## config.mk

```make
export PLATFORM = sky130hd
export DESIGN_NAME = rag_top
export DESIGN_NICKNAME = d
export VERILOG_FILES = /design/src/logic/rag_pkg.sv /design/src/logic/rag_clk_div.sv /design/src/logic/rag_top.sv
export SDC_FILE = /design/constraint.sdc
export NUM_CORES = 1
export LEC_CHECK = 0
export ABC_CLOCK_PERIOD_IN_PS = 11300
export BUFFER_PORTS_ARGS = -buffer_cell sky130_fd_sc_hd__buf_4
export CAP_MARGIN = 20
export CORE_MARGIN = 1.5
export CORE_UTILIZATION = 54
export CTS_CLUSTER_DIAMETER = 100
export CTS_CLUSTER_SIZE = 14
export DETAILED_ROUTE_END_ITERATION = 10
export PLACE_DENSITY = 0.94
export SLEW_MARGIN = 20
export SYNTH_ARGS = -nofsm -noshare
export SYNTH_HDL_FRONTEND = slang
export SYNTH_SLANG_ARGS = --single-unit
```

## constraint.sdc

```tcl
create_clock -name clock_i -period 11.3 [get_ports clock_i]
set_clock_uncertainty 0.2 [all_clocks]
set_input_delay 2.26 -clock clock_i [delete_from_list [all_inputs] [get_ports clock_i]]
set_output_delay 2.26 -clock clock_i [all_outputs]
set_load 0.05 [all_outputs]
```

## src/logic/rag_pkg.sv

```systemverilog
// constants, classes and timing table of the register access gate
`default_nettype none

package rag_pkg;

  // ************************************************************
  // policy classes
  // ************************************************************
  typedef enum logic [3:0] {
    RAG_S1 = 4'h0,
    RAG_S2 = 4'h1,
    RAG_S3 = 4'h2,
    RAG_S4 = 4'h3,
    RAG_S5 = 4'h4,
    RAG_S6 = 4'h5,
    RAG_S7 = 4'h6,
    RAG_P1 = 4'h7,
    RAG_P2 = 4'h8,
    RAG_P3 = 4'h9,
    RAG_P4 = 4'hA,
    RAG_P5 = 4'hB
  } rag_class_t;

  // ************************************************************
  // address map, secure alias
  // ************************************************************
  localparam logic [31:0] ALIAS_BIT = 32'h1000_0000;
  localparam logic [31:0] LPT_LO = 32'h4022_0000;
  localparam logic [31:0] LPT_HI = 32'h4022_01FF;
  localparam logic [31:0] USB_A_LO = 32'h4035_1000;
  localparam logic [31:0] USB_A_HI = 32'h4035_115F;
  localparam logic [31:0] USB_B_LO = 32'h4035_1160;
  localparam logic [31:0] USB_B_HI = 32'h4035_1167;
  localparam logic [31:0] USB_C_LO = 32'h4035_1168;
  localparam logic [31:0] USB_C_HI = 32'h4035_116F;
  localparam logic [31:0] PWM_LO = 32'h4032_2000;
  localparam logic [31:0] PWM_HI = 32'h4032_3F0F;
  localparam logic [31:0] PFS_LO = 32'h4040_0800;
  localparam logic [31:0] PFS_HI = 32'h4040_0FFF;

  // ************************************************************
  // cycle counts at equal clocks
  // ************************************************************
  localparam logic [7:0] LPT_RD = 8'h06;
  localparam logic [7:0] LPT_WR = 8'h41;
  localparam logic [7:0] USB_RD_ADD = 8'h04;
  localparam logic [7:0] USB_WR_ADD = 8'h03;
  localparam logic [7:0] USB_LONG_WR = 8'h82;
  localparam logic [7:0] USB_C_RD = 8'h08;
  localparam logic [7:0] PWM_RD = 8'h09;
  localparam logic [7:0] PWM_WR = 8'h06;
  localparam logic [7:0] PFS_RD = 8'h08;
  localparam logic [7:0] PFS_WR = 8'h02;
  localparam logic [7:0] DFLT_RD = 8'h04;
  localparam logic [7:0] DFLT_WR = 8'h03;

  // ************************************************************
  // clock units of a region
  // ************************************************************
  typedef enum logic [1:0] {
    RAG_U_SYS = 2'h0,
    RAG_U_FAST = 2'h1,
    RAG_U_SLOW = 2'h2
  } rag_unit_t;

  localparam logic [3:0] RATIO_RST = 4'h1;
  localparam logic [7:0] CNT_RST = 8'h00;

endpackage : rag_pkg

`default_nettype wire

```

## src/logic/rag_clk_div.sv

```systemverilog
// divider giving a one-cycle peripheral clock enable
`default_nettype none

module rag_clk_div (
  input wire logic clock_i, // system clock
  input wire logic rst_n_i, // synchronised reset, active low
  input wire logic [3:0] ratio_i, // system cycles per peripheral cycle, 0 read as 1
  output logic tick_o // one-cycle enable pulse
);

  logic [3:0] cnt_q;
  logic last;

  assign last = (cnt_q + 4'h1 >= ratio_i);

  always_ff @(posedge clock_i or negedge rst_n_i) begin
    if (!rst_n_i) begin
      cnt_q <= 4'h0;
      tick_o <= 1'b0;
    end else begin
      cnt_q <= last ? 4'h0 : cnt_q + 4'h1;
      tick_o <= last;
    end
  end

endmodule : rag_clk_div

`default_nettype wire

```

## src/logic/rag_top.sv

```systemverilog
// register access gate: security and privilege filter plus access timing
`default_nettype none

module rag_top #(
  parameter int WAIT_W = 4 // width of the hs usb bus wait count
) (
  input wire logic clock_i, // system clock, 10 MHz
  input wire logic arst_n_i, // asynchronous reset, active low
  input wire logic [3:0] fast_ratio_i, // system / fast peripheral clock ratio
  input wire logic [3:0] slow_ratio_i, // system / slow peripheral clock ratio
  input wire logic [WAIT_W-1:0] bus_wait_count_i, // wait count from the bus wait register
  input wire logic req_valid_i, // access request
  input wire logic req_write_i, // 1 write, 0 read
  input wire logic [31:0] req_addr_i, // byte address, either alias
  input wire logic [31:0] req_wdata_i, // write data
  input wire logic req_secure_i, // access is secure
  input wire logic req_priv_i, // access is privileged
  input wire logic [3:0] req_class_i, // policy class of the addressed register
  input wire logic attr_secure_i, // configured security attribution is secure
  input wire logic attr_priv_i, // configured privilege attribution is privileged
  output logic req_ready_o, // gate idle, request may be taken
  output logic rsp_valid_o, // response pulse
  output logic [31:0] rsp_rdata_o, // read data, zero when refused
  output logic rsp_error_o, // security or privilege access error
  output logic per_valid_o, // peripheral strobe pulse
  output logic per_write_o, // peripheral strobe is a write
  output logic [31:0] per_addr_o, // peripheral address
  output logic [31:0] per_wdata_o, // peripheral write data
  input wire logic [31:0] per_rdata_i // peripheral read data during strobe
);

  // ************************************************************
  // reset release
  // ************************************************************
  logic rst_s1_q;
  logic rst_n;

  always_ff @(posedge clock_i or negedge arst_n_i) begin
    if (!arst_n_i) begin
      rst_s1_q <= 1'b0;
      rst_n <= 1'b0;
    end else begin
      rst_s1_q <= 1'b1;
      rst_n <= rst_s1_q;
    end
  end

  // ************************************************************
  // peripheral clock enables
  // ************************************************************
  logic fast_tick;
  logic slow_tick;

  rag_clk_div u_fast_div (
    .clock_i(clock_i),
    .rst_n_i(rst_n),
    .ratio_i(fast_ratio_i),
    .tick_o(fast_tick)
  );

  rag_clk_div u_slow_div (
    .clock_i(clock_i),
    .rst_n_i(rst_n),
    .ratio_i(slow_ratio_i),
    .tick_o(slow_tick)
  );

  // ************************************************************
  // policy decision, returns {allow, error}
  // ************************************************************
  function automatic logic [1:0] decide(input logic [3:0] cls, input logic wr, input logic sec,
                                        input logic priv, input logic asec, input logic apriv);
    logic match;
    logic [1:0] r;
    match = (sec == asec);
    r = 2'h1;
    case (cls)
      rag_pkg::RAG_S1: r = {(!wr) || sec, 1'b0};
      rag_pkg::RAG_S2: r = {(!wr) || match, 1'b0};
      rag_pkg::RAG_S3: r = {match, !match};
      rag_pkg::RAG_S4: r = {match, 1'b0};
      rag_pkg::RAG_S5: r = 2'h2;
      rag_pkg::RAG_S6: r = {sec, !sec};
      rag_pkg::RAG_S7: r = {!sec, sec};
      rag_pkg::RAG_P1: r = {(!wr) || priv, 1'b0};
      rag_pkg::RAG_P2: r = {priv, !priv};
      rag_pkg::RAG_P3: r = apriv ? {priv, !priv} : 2'h2;
      rag_pkg::RAG_P4: r = apriv ? {priv, 1'b0} : 2'h2;
      rag_pkg::RAG_P5: r = 2'h2;
      default: r = 2'h1;
    endcase
    return r;
  endfunction : decide

  // ************************************************************
  // address window test
  // ************************************************************
  function automatic logic in_range(input logic [31:0] a, input logic [31:0] lo, input logic [31:0] hi);
    return (a >= lo) && (a <= hi);
  endfunction : in_range

  // ************************************************************
  // region timing lookup
  // ************************************************************
  logic [31:0] sec_addr;
  logic [7:0] wait_ext;
  rag_pkg::rag_unit_t unit;
  logic [7:0] base_cnt;

  // both aliases fold to the secure address before lookup
  assign sec_addr = req_addr_i & ~rag_pkg::ALIAS_BIT;
  assign wait_ext = 8'(bus_wait_count_i);

  always_comb begin
    unit = rag_pkg::RAG_U_SLOW;
    base_cnt = req_write_i ? rag_pkg::DFLT_WR : rag_pkg::DFLT_RD;
    if (in_range(sec_addr, rag_pkg::LPT_LO, rag_pkg::LPT_HI)) begin
      base_cnt = req_write_i ? rag_pkg::LPT_WR : rag_pkg::LPT_RD;
    end else if (in_range(sec_addr, rag_pkg::USB_A_LO, rag_pkg::USB_A_HI)) begin
      unit = rag_pkg::RAG_U_FAST;
      base_cnt = wait_ext + (req_write_i ? rag_pkg::USB_WR_ADD : rag_pkg::USB_RD_ADD);
    end else if (in_range(sec_addr, rag_pkg::USB_B_LO, rag_pkg::USB_B_HI)) begin
      unit = rag_pkg::RAG_U_FAST;
      base_cnt = req_write_i ? rag_pkg::USB_LONG_WR : wait_ext + rag_pkg::USB_RD_ADD;
    end else if (in_range(sec_addr, rag_pkg::USB_C_LO, rag_pkg::USB_C_HI)) begin
      unit = rag_pkg::RAG_U_FAST;
      base_cnt = req_write_i ? rag_pkg::USB_LONG_WR : rag_pkg::USB_C_RD;
    end else if (in_range(sec_addr, rag_pkg::PWM_LO, rag_pkg::PWM_HI)) begin
      unit = rag_pkg::RAG_U_FAST;
      base_cnt = req_write_i ? rag_pkg::PWM_WR : rag_pkg::PWM_RD;
    end else if (in_range(sec_addr, rag_pkg::PFS_LO, rag_pkg::PFS_HI)) begin
      unit = rag_pkg::RAG_U_SYS;
      base_cnt = req_write_i ? rag_pkg::PFS_WR : rag_pkg::PFS_RD;
    end
  end

  // ************************************************************
  // peripheral clock synchronisation
  // ************************************************************
  // equal clocks count system cycles directly; a faster system clock waits
  // one count less in peripheral ticks, the partial first tick acting as the
  // synchronisation stage, so fractional phases land inside the min..max span
  logic [3:0] sel_ratio;
  logic sync_mode;
  logic [7:0] load_cnt;

  always_comb begin
    sel_ratio = (unit == rag_pkg::RAG_U_FAST) ? fast_ratio_i : slow_ratio_i;
    sync_mode = (unit != rag_pkg::RAG_U_SYS) && (sel_ratio > 4'h1);
    load_cnt = base_cnt;
    if (sync_mode && (base_cnt > 8'h01)) begin
      load_cnt = base_cnt - 8'h01;
    end
    if (load_cnt == 8'h00) begin
      load_cnt = 8'h01;
    end
  end

  // ************************************************************
  // access sequencer
  // ************************************************************
  typedef enum logic [1:0] {
    RAG_IDLE = 2'h0,
    RAG_COUNT = 2'h1,
    RAG_STROBE = 2'h2,
    RAG_RESP = 2'h3
  } rag_state_t;

  rag_state_t state_q;
  logic [7:0] cnt_q;
  logic sync_q;
  rag_pkg::rag_unit_t unit_q;
  logic allow_q;
  logic err_q;
  logic tick;
  logic take;
  logic [1:0] verdict;

  // masters keep off secure addresses when non-secure and off reserved holes
  assign take = req_valid_i && req_ready_o;
  assign verdict = decide(req_class_i, req_write_i, req_secure_i, req_priv_i, attr_secure_i, attr_priv_i);

  always_comb begin
    tick = 1'b1;
    if (sync_q) begin
      tick = (unit_q == rag_pkg::RAG_U_FAST) ? fast_tick : slow_tick;
    end
  end

  always_ff @(posedge clock_i or negedge rst_n) begin
    if (!rst_n) begin
      state_q <= RAG_IDLE;
      cnt_q <= rag_pkg::CNT_RST;
      sync_q <= 1'b0;
      unit_q <= rag_pkg::RAG_U_SYS;
      req_ready_o <= 1'b0;
    end else begin
      case (state_q)
        RAG_IDLE: begin
          req_ready_o <= 1'b1;
          if (take) begin
            state_q <= RAG_COUNT;
            cnt_q <= load_cnt;
            sync_q <= sync_mode;
            unit_q <= unit;
            req_ready_o <= 1'b0;
          end
        end
        RAG_COUNT: begin
          // counts assume no bufferable write and no competing master
          if (tick) begin
            if (cnt_q == 8'h01) begin
              state_q <= RAG_STROBE;
            end else begin
              cnt_q <= cnt_q - 8'h01;
            end
          end
        end
        RAG_STROBE: state_q <= RAG_RESP;
        RAG_RESP: begin
          state_q <= RAG_IDLE;
          req_ready_o <= 1'b1;
        end
        default: state_q <= RAG_IDLE;
      endcase
    end
  end

  // ************************************************************
  // latched verdict
  // ************************************************************
  always_ff @(posedge clock_i or negedge rst_n) begin
    if (!rst_n) begin
      allow_q <= 1'b0;
      err_q <= 1'b0;
    end else if (take) begin
      allow_q <= verdict[1];
      err_q <= verdict[0];
    end
  end

  // ************************************************************
  // latched peripheral request
  // ************************************************************
  always_ff @(posedge clock_i or negedge rst_n) begin
    if (!rst_n) begin
      per_write_o <= 1'b0;
      per_addr_o <= 32'h0000_0000;
      per_wdata_o <= 32'h0000_0000;
    end else if (take) begin
      per_write_o <= req_write_i;
      per_addr_o <= req_addr_i;
      per_wdata_o <= req_wdata_i;
    end
  end

  // ************************************************************
  // peripheral strobe
  // ************************************************************
  logic strobe_next;

  assign strobe_next = (state_q == RAG_COUNT) && tick && (cnt_q == 8'h01);

  always_ff @(posedge clock_i or negedge rst_n) begin
    if (!rst_n) begin
      per_valid_o <= 1'b0;
    end else begin
      // refused accesses never reach the peripheral
      per_valid_o <= strobe_next && allow_q;
    end
  end

  // ************************************************************
  // response to the master
  // ************************************************************
  always_ff @(posedge clock_i or negedge rst_n) begin
    if (!rst_n) begin
      rsp_valid_o <= 1'b0;
    end else begin
      rsp_valid_o <= (state_q == RAG_STROBE);
    end
  end

  always_ff @(posedge clock_i or negedge rst_n) begin
    if (!rst_n) begin
      rsp_rdata_o <= 32'h0000_0000;
      rsp_error_o <= 1'b0;
    end else if (state_q == RAG_STROBE) begin
      rsp_rdata_o <= (allow_q && !per_write_o) ? per_rdata_i : 32'h0000_0000;
      rsp_error_o <= err_q;
    end else begin
      rsp_error_o <= 1'b0;
    end
  end

endmodule : rag_top

`default_nettype wire

```

[After elaboration in Yosys (flattened, before gate mapping)]
Index checks and enable logic that the tools add are counted.
Word-level totals
  register bits after elaboration: 128
  latch bits: 0
  bits in writable memories: 0
  memory bits (read-only): 0
  input bits: 120
  output and inout bits: 101
  logic and storage cells: 135
  memories kept: 0
Cells by class
  add/sub/neg operators: 6
  $mul: 0
  div/mod/pow operators: 0
  magnitude comparators: 16
  eq/ne operators: 22
  shifts and indexed selects: 0
  muxes and demuxes: 40
  bitwise logic cells: 0
  reductions and logical operators: 31
Operator list (count)
  >= comparator 32 x 31 -> 1 bit, second input constant: 6
  <= comparator 32 x 31 -> 1 bit, second input constant: 6
  2-to-1 mux 8 bit: 11
  2-to-1 mux 32 bit: 1
  2-to-1 mux 4 bit: 7
  2-to-1 mux 2 bit: 11
  case mux 2 bit (11 select lines): 1
  equality test 4 x 3 -> 1 bit, second input constant: 4
  equality test 4 bit, second input constant: 4
  case mux 8 bit (2 select lines): 1
  subtractor 8 x 1 -> 8 bit, second input constant: 2
  logical AND 1 bit: 13
  adder 4 x 1 -> 4 bit, second input constant: 2
  equality test 4 x 2 -> 1 bit, second input constant: 2
  equality test 8 x 1 -> 1 bit, second input constant: 1
  >= comparator 4 bit: 2
  > comparator 8 x 1 -> 1 bit, second input constant: 1
  logical NOT 8 bit: 1
  inequality test 2 bit, second input constant: 4
  case mux 2 bit (4 select lines): 1
  2-to-1 mux 7 bit: 1
  equality test 2 x 1 -> 1 bit, second input constant: 3
  nonzero test 2 bit: 3
  adder 4 x 3 -> 5 bit: 1
  16 further kinds: 26

[Logic depth before layout (Yosys ltp)]
  word-level depth: 18
  mapped depth: 14

[By module]
Synthesis repeated with hierarchy kept, for this count alone.
Second synthesis, totals
  cell total of the unflattened synthesis: 609
  area, all modules: 6505.0 sq um
Modules (own cells, without submodules)
  rag_top: instances 1, cells an instance 555, area an instance 5866.9 sq um
  rag_clk_div: instances 2, cells an instance 27, area an instance 319.1 sq um

[Worst setup path after synthesis]
OpenSTA, ideal clock, no wires.
  path type: input to register
  from: input req_write_i
  to: register cnt_q[0]
  arrival time: 5563 ps
  slack: 5471 ps
  stages: 13
  buffers on the path: 1
  cells stage by stage: buf_2 -> clkinv_1 -> fa_1 -> a22o_1 -> a211o_2 -> a21boi_0 -> ha_1 -> nor2_1 -> or3_2 -> o31a_1 -> xnor2_1 -> a221oi_1 -> a31o_1
Between the ends
  longest elaborated chain between the ends: 14
RTL lines
  from (decl): line rag_top.sv:13  | input wire logic req_write_i,
  2-to-1 mux 3 bit or 2-to-1 mux 4 bit (tied branches): line rag_top.sv:116, rag_top.sv:121, rag_top.sv:133
  2-to-1 mux 4 bit: line rag_top.sv:131  | end else if (in_range(sec_addr, rag_pkg::PFS_LO, rag_pkg::PFS_HI)) begin
  2-to-1 mux 4 bit: line rag_top.sv:128  | end else if (in_range(sec_addr, rag_pkg::PWM_LO, rag_pkg::PWM_HI)) begin
  2-to-1 mux 8 bit: line rag_top.sv:125  | end else if (in_range(sec_addr, rag_pkg::USB_C_LO, rag_pkg::USB_C_HI)) begin
  2-to-1 mux 8 bit: line rag_top.sv:122  | end else if (in_range(sec_addr, rag_pkg::USB_B_LO, rag_pkg::USB_B_HI)) begin
  2-to-1 mux 8 bit: line rag_top.sv:119  | end else if (in_range(sec_addr, rag_pkg::USB_A_LO, rag_pkg::USB_A_HI)) begin
  2-to-1 mux 8 bit (*): line rag_top.sv:117  | if (in_range(sec_addr, rag_pkg::LPT_LO, rag_pkg::LPT_HI)) begin
  > comparator 8 x 1 -> 1 bit: line rag_top.sv:151  | if (sync_mode && (base_cnt > 8'h01)) begin
  logical AND 1 bit: line rag_top.sv:151
  2-to-1 mux 8 bit (*): line rag_top.sv:151
  logical NOT 8 bit: line rag_top.sv:154  | if (load_cnt == 8'h00) begin
  2-to-1 mux 8 bit (*): line rag_top.sv:154
  2-to-1 mux 8 bit (*): line rag_top.sv:201  | if (take) begin
  case mux 8 bit (2 select lines) (*): line rag_top.sv:198  | case (state_q)
  to (signal assigned): line rag_top.sv:193  | cnt_q <= rag_pkg::CNT_RST;
  to (signal assigned): line rag_top.sv:203  | cnt_q <= load_cnt;
  to (signal assigned): line rag_top.sv:215  | cnt_q <= cnt_q - 8'h01;
  to (decl): line rag_top.sv:170  | logic [7:0] cnt_q;
Every way passes the cells marked *; elsewhere a longest branch is shown, timed or not. The select of a mux whose other input is x is not followed.
A chain may end at the register's enable or synchronous reset.

[Final worst setup path]
  from: input req_addr_i[23]
  to: register cnt_q[0]
Between the ends
  longest elaborated chain between the ends: 18
RTL lines
  from (decl): line rag_top.sv:14  | input wire logic [31:0] req_addr_i,
  >= comparator 32 x 31 -> 1 bit or <= comparator 32 x 31 -> 1 bit (tied branches): line rag_top.sv:99  | return (a >= lo) && (a <= hi);
  logical AND 1 bit: line rag_top.sv:99
  2-to-1 mux 2 bit: line rag_top.sv:131
  2-to-1 mux 2 bit: line rag_top.sv:128
  2-to-1 mux 2 bit: line rag_top.sv:125
  2-to-1 mux 2 bit: line rag_top.sv:122
  2-to-1 mux 2 bit: line rag_top.sv:119
  2-to-1 mux 2 bit: line rag_top.sv:117
  [... 2 more ...]
  > comparator 4 x 1 -> 1 bit: line rag_top.sv:149  | sync_mode = (unit != rag_pkg::RAG_U_SYS) && (sel_ratio > 4'h1);
  logical AND 1 bit: line rag_top.sv:149
  logical AND 1 bit: line rag_top.sv:151
  2-to-1 mux 8 bit (*): line rag_top.sv:151
  logical NOT 8 bit: line rag_top.sv:154
  2-to-1 mux 8 bit (*): line rag_top.sv:154
  2-to-1 mux 8 bit (*): line rag_top.sv:201
  case mux 8 bit (2 select lines) (*): line rag_top.sv:198
Marked as above.

==> out/results.ini <==
[cts]
numCtsBuffers = 17
ctsHtreeMaxLevel = 4
clkTransAtPathRegs_ns = 0.06
clockBufferDepth = 2
cts_setup_buffers = 0
clk_latency_ns = 0.42
cts-root-buf = clkbuf_16
hold_buffers = 0
cts_num_sinks = 128
cts_tree = built
cts_resized = 0

[die]
start_util = 0.557
io_pins = 221
rows = 39
die_y_um = 112
coreArea_um2 = 11500
die_w_um = 112
dieArea_um2 = 12500

[sta]
period_needed_ns = 5.86
tightest_slew_ns = 1.10
rsz0062_at_grt = false
fin_crit_sh = 0.518
finalSetupTns_ns = 0
hold_viol = 0
slew_headroom = 0.265
final_max_slew_viol_count = 0
hold-worst-slack_ns = 0.155
fmax_mhz = 171
setup_viol_count_final = 0

[routing]
routed_via_density = 5.69
dr_total_vias = 5497
wl_per_cell_um = 19.2
dr.pass1.iters = 5
drc_errors = 0
detail-route-antenna-nets = 0
drt_iter0_markers = 372
wl_um = 18600

[synth]
synth_top_area_frac = 0.501
synth_cells = 586
syn_area_per_cell_um2 = 10.9
async_flop_share = 1.00
synthTopCellsByCount = 128 x dfrtp_1, 65 x mux2_2, 58 x nand2_1
ys_seq_elements = 128
yosysTopAreaCell = dfrtp_1
yosys_warnings = 0
ys_types = 77
syn_nets = 732
ys_seq_area_frac = 0.501
yosysMostFrequentCell = dfrtp_1
synthFlopType = dfrtp_1
synth-edff-count = 0
syn-cell-area_um2 = 6390
synth_area_leaders = dfrtp_1 50%, mux2_2 11%, ha_1 4.9%

[worst_setup_path]
timing.critical_path.buf_inv = 1
path_depth = 13
start_kind = input pin
slowest_delay_ns = 0.50
crit_family = simple AND/OR/NAND/NOR gates
reg2reg_setup_slack_ns = 8.36
crit_arrival_ns = 6.01
required_ns = 11.45
reg2reg_depth = 6
critPathCaptureType = register
path_max_fanout = 6
critPathKind = in2reg
path_cells = buf_4 -> nor3_1 -> nand3_2 -> nor4_2 -> a211o_2 -> a21boi_0 -> ha_1 -> nor2_1 -> or3_2 -> o31a_1 -> xnor2_1 -> a221oi_1 -> a31o_1
critPathSlowestCell = or3_2

[layout]
fin_nets = 956
n_antenna_cell = 0
drive_gt1_frac = 0.422
nFillCells = 709
syn_to_final_growth_pct = 37.7

[grt]
grt_max_degree = 73
overflow = 0
grt_pass1_wl_um = 29500
grtUsageTotal = 0.303
antenna_found_initial = 0
grt_pass1_vias = 5707

[power]
leakagePower_nw = 4.15
power.density_nw_per_um2 = 271
ir_drop_v = 0.000231
power_mw = 2.39

[outcome]
run_status = completed

[hold_path]
holdPathStages = 0
hold_class = reg2reg

[placement]
gp_congestion = 0.872
io_buffers = 220
hpwl_um = 13400

[job]
maxCapViolCount = 0

==> power by group <==
group          switching [mW]  internal, mW  total (mW)  leakage (nW)
clock                   0.199         0.374       0.573         0.298
combinational           0.727         0.366        1.09          2.29
sequential              0.107         0.613       0.720          1.57
total                    1.03          1.35        2.39          4.15
==> layer usage <==
| metal | vias up | part of all wire | track usage | wire [um] |
|---|---|---|---|---|
| li1 | 2502 | - | - | - |
| met1 | 2618 | 0.38 | 0.356 | 7130 |
| met2 | 300 | 0.50 | 0.514 | 9260 |
| met3 | 77 | 0.071 | 0.0806 | 1320 |
| met4 | 0 | 0.047 | 0.152 | 870 |
| met5 | - | 0 | 0 | 0 |
==> per-stage QoR <==
| step | util | cell area, um2 | worst slack, ns | cells |
|---|---|---|---|---|
| global route | 0.767 | 8790 | 5.20 | 966 |
| detailed placement | 0.713 | 8180 | 5.08 | 934 |
| CTS | 0.767 | 8790 | 5.48 | 966 |
| floorplan | - | 6390 | 5.47 | 586 |
| global placement | 0.713 | 8180 | 5.19 | 934 |
| finish | 0.767 | 8790 | 5.44 | 966 |
==> worst reg2reg max path, cell delays in order, from the launching register on <==
cell	delay (ns)
dfrtp_1	0.43
inv_1	0.11
ha_1	0.90
nand2_1	0.23
nor2_4	0.61
nand2_1	0.18
o21ai_0	0.16
==> final cells by class <==
| class | instances | area [um2] | area share |
|---|---|---|---|
| Multi-Input combinational cell | 383 | 2910 | 0.331 |
| Timing Repair Buffer | 222 | 1670 | 0.190 |
| Inverter | 58 | 218 | 0.0248 |
| Clock inverter | 10 | 160 | 0.0182 |
| Tap cell | 143 | 179 | 0.0203 |
| Sequential cell | 128 | 3210 | 0.365 |
| Clock buffer | 22 | 454 | 0.0516 |
==> worst paths after layout <==
path,from,endpoint
setup / recovery,req_addr_i[23],cnt_q[0]
hold / removal,rst_s1_q,rst_n
setup reg to reg,state_q[0],rsp_rdata_o[25]
hold reg to reg,rst_s1_q,rst_n
max in group asynchronous,rst_n,per_addr_o[19]
min in group asynchronous,rst_n,per_addr_o[18]
==> registers in the layout (all words and copies together) (netlist names) <==
name	count
per_valid_o	1
per_wdata_o	32
err_q	1
u_slow_div.tick_o	1
rsp_valid_o	1
rst_s1_q	1
sync_q	1
rsp_rdata_o	32
state_q	2
allow_q	1
rsp_error_o	1
unit_q	2
cnt_q	8
per_addr_o	32
per_write_o	1
u_fast_div.cnt_q	4
u_fast_div.tick_o	1
u_slow_div.cnt_q	4
req_ready_o	1
rst_n	1
==> kinds of logic after synthesis <==
logic type	synth area share
compound gates	0.117
xor+xnor	0.0123
fa+ha+maj	0.0521
buf+inv	0.0443
flops	0.501
mux	0.124
other cells	0.000587
simple gates	0.148
==> layout by cell type (no fill, tap or decap), types with 3 or more instances in the layout <==
cell type and n:
a31oi_1 4, buf_4 222, or3_1 5, nor3_1 8, xnor2_1 7, nand4_1 5
nand2_1 58, bufinv_16 4, nand3_1 6, dfrtp_1 127, nor4_1 4, mux2i_1 4
clkinv_2 3, mux2_2 65, nor3_4 4, o21ai_0 54, o21a_1 3, nor2_1 18
nor4b_1 3, nand2b_1 7, a21oi_1 22, clkbuf_16 17, nor2b_1 11, clkbuf_1 4
ha_1 25, inv_1 57
(Power assumes the default switching activity.)
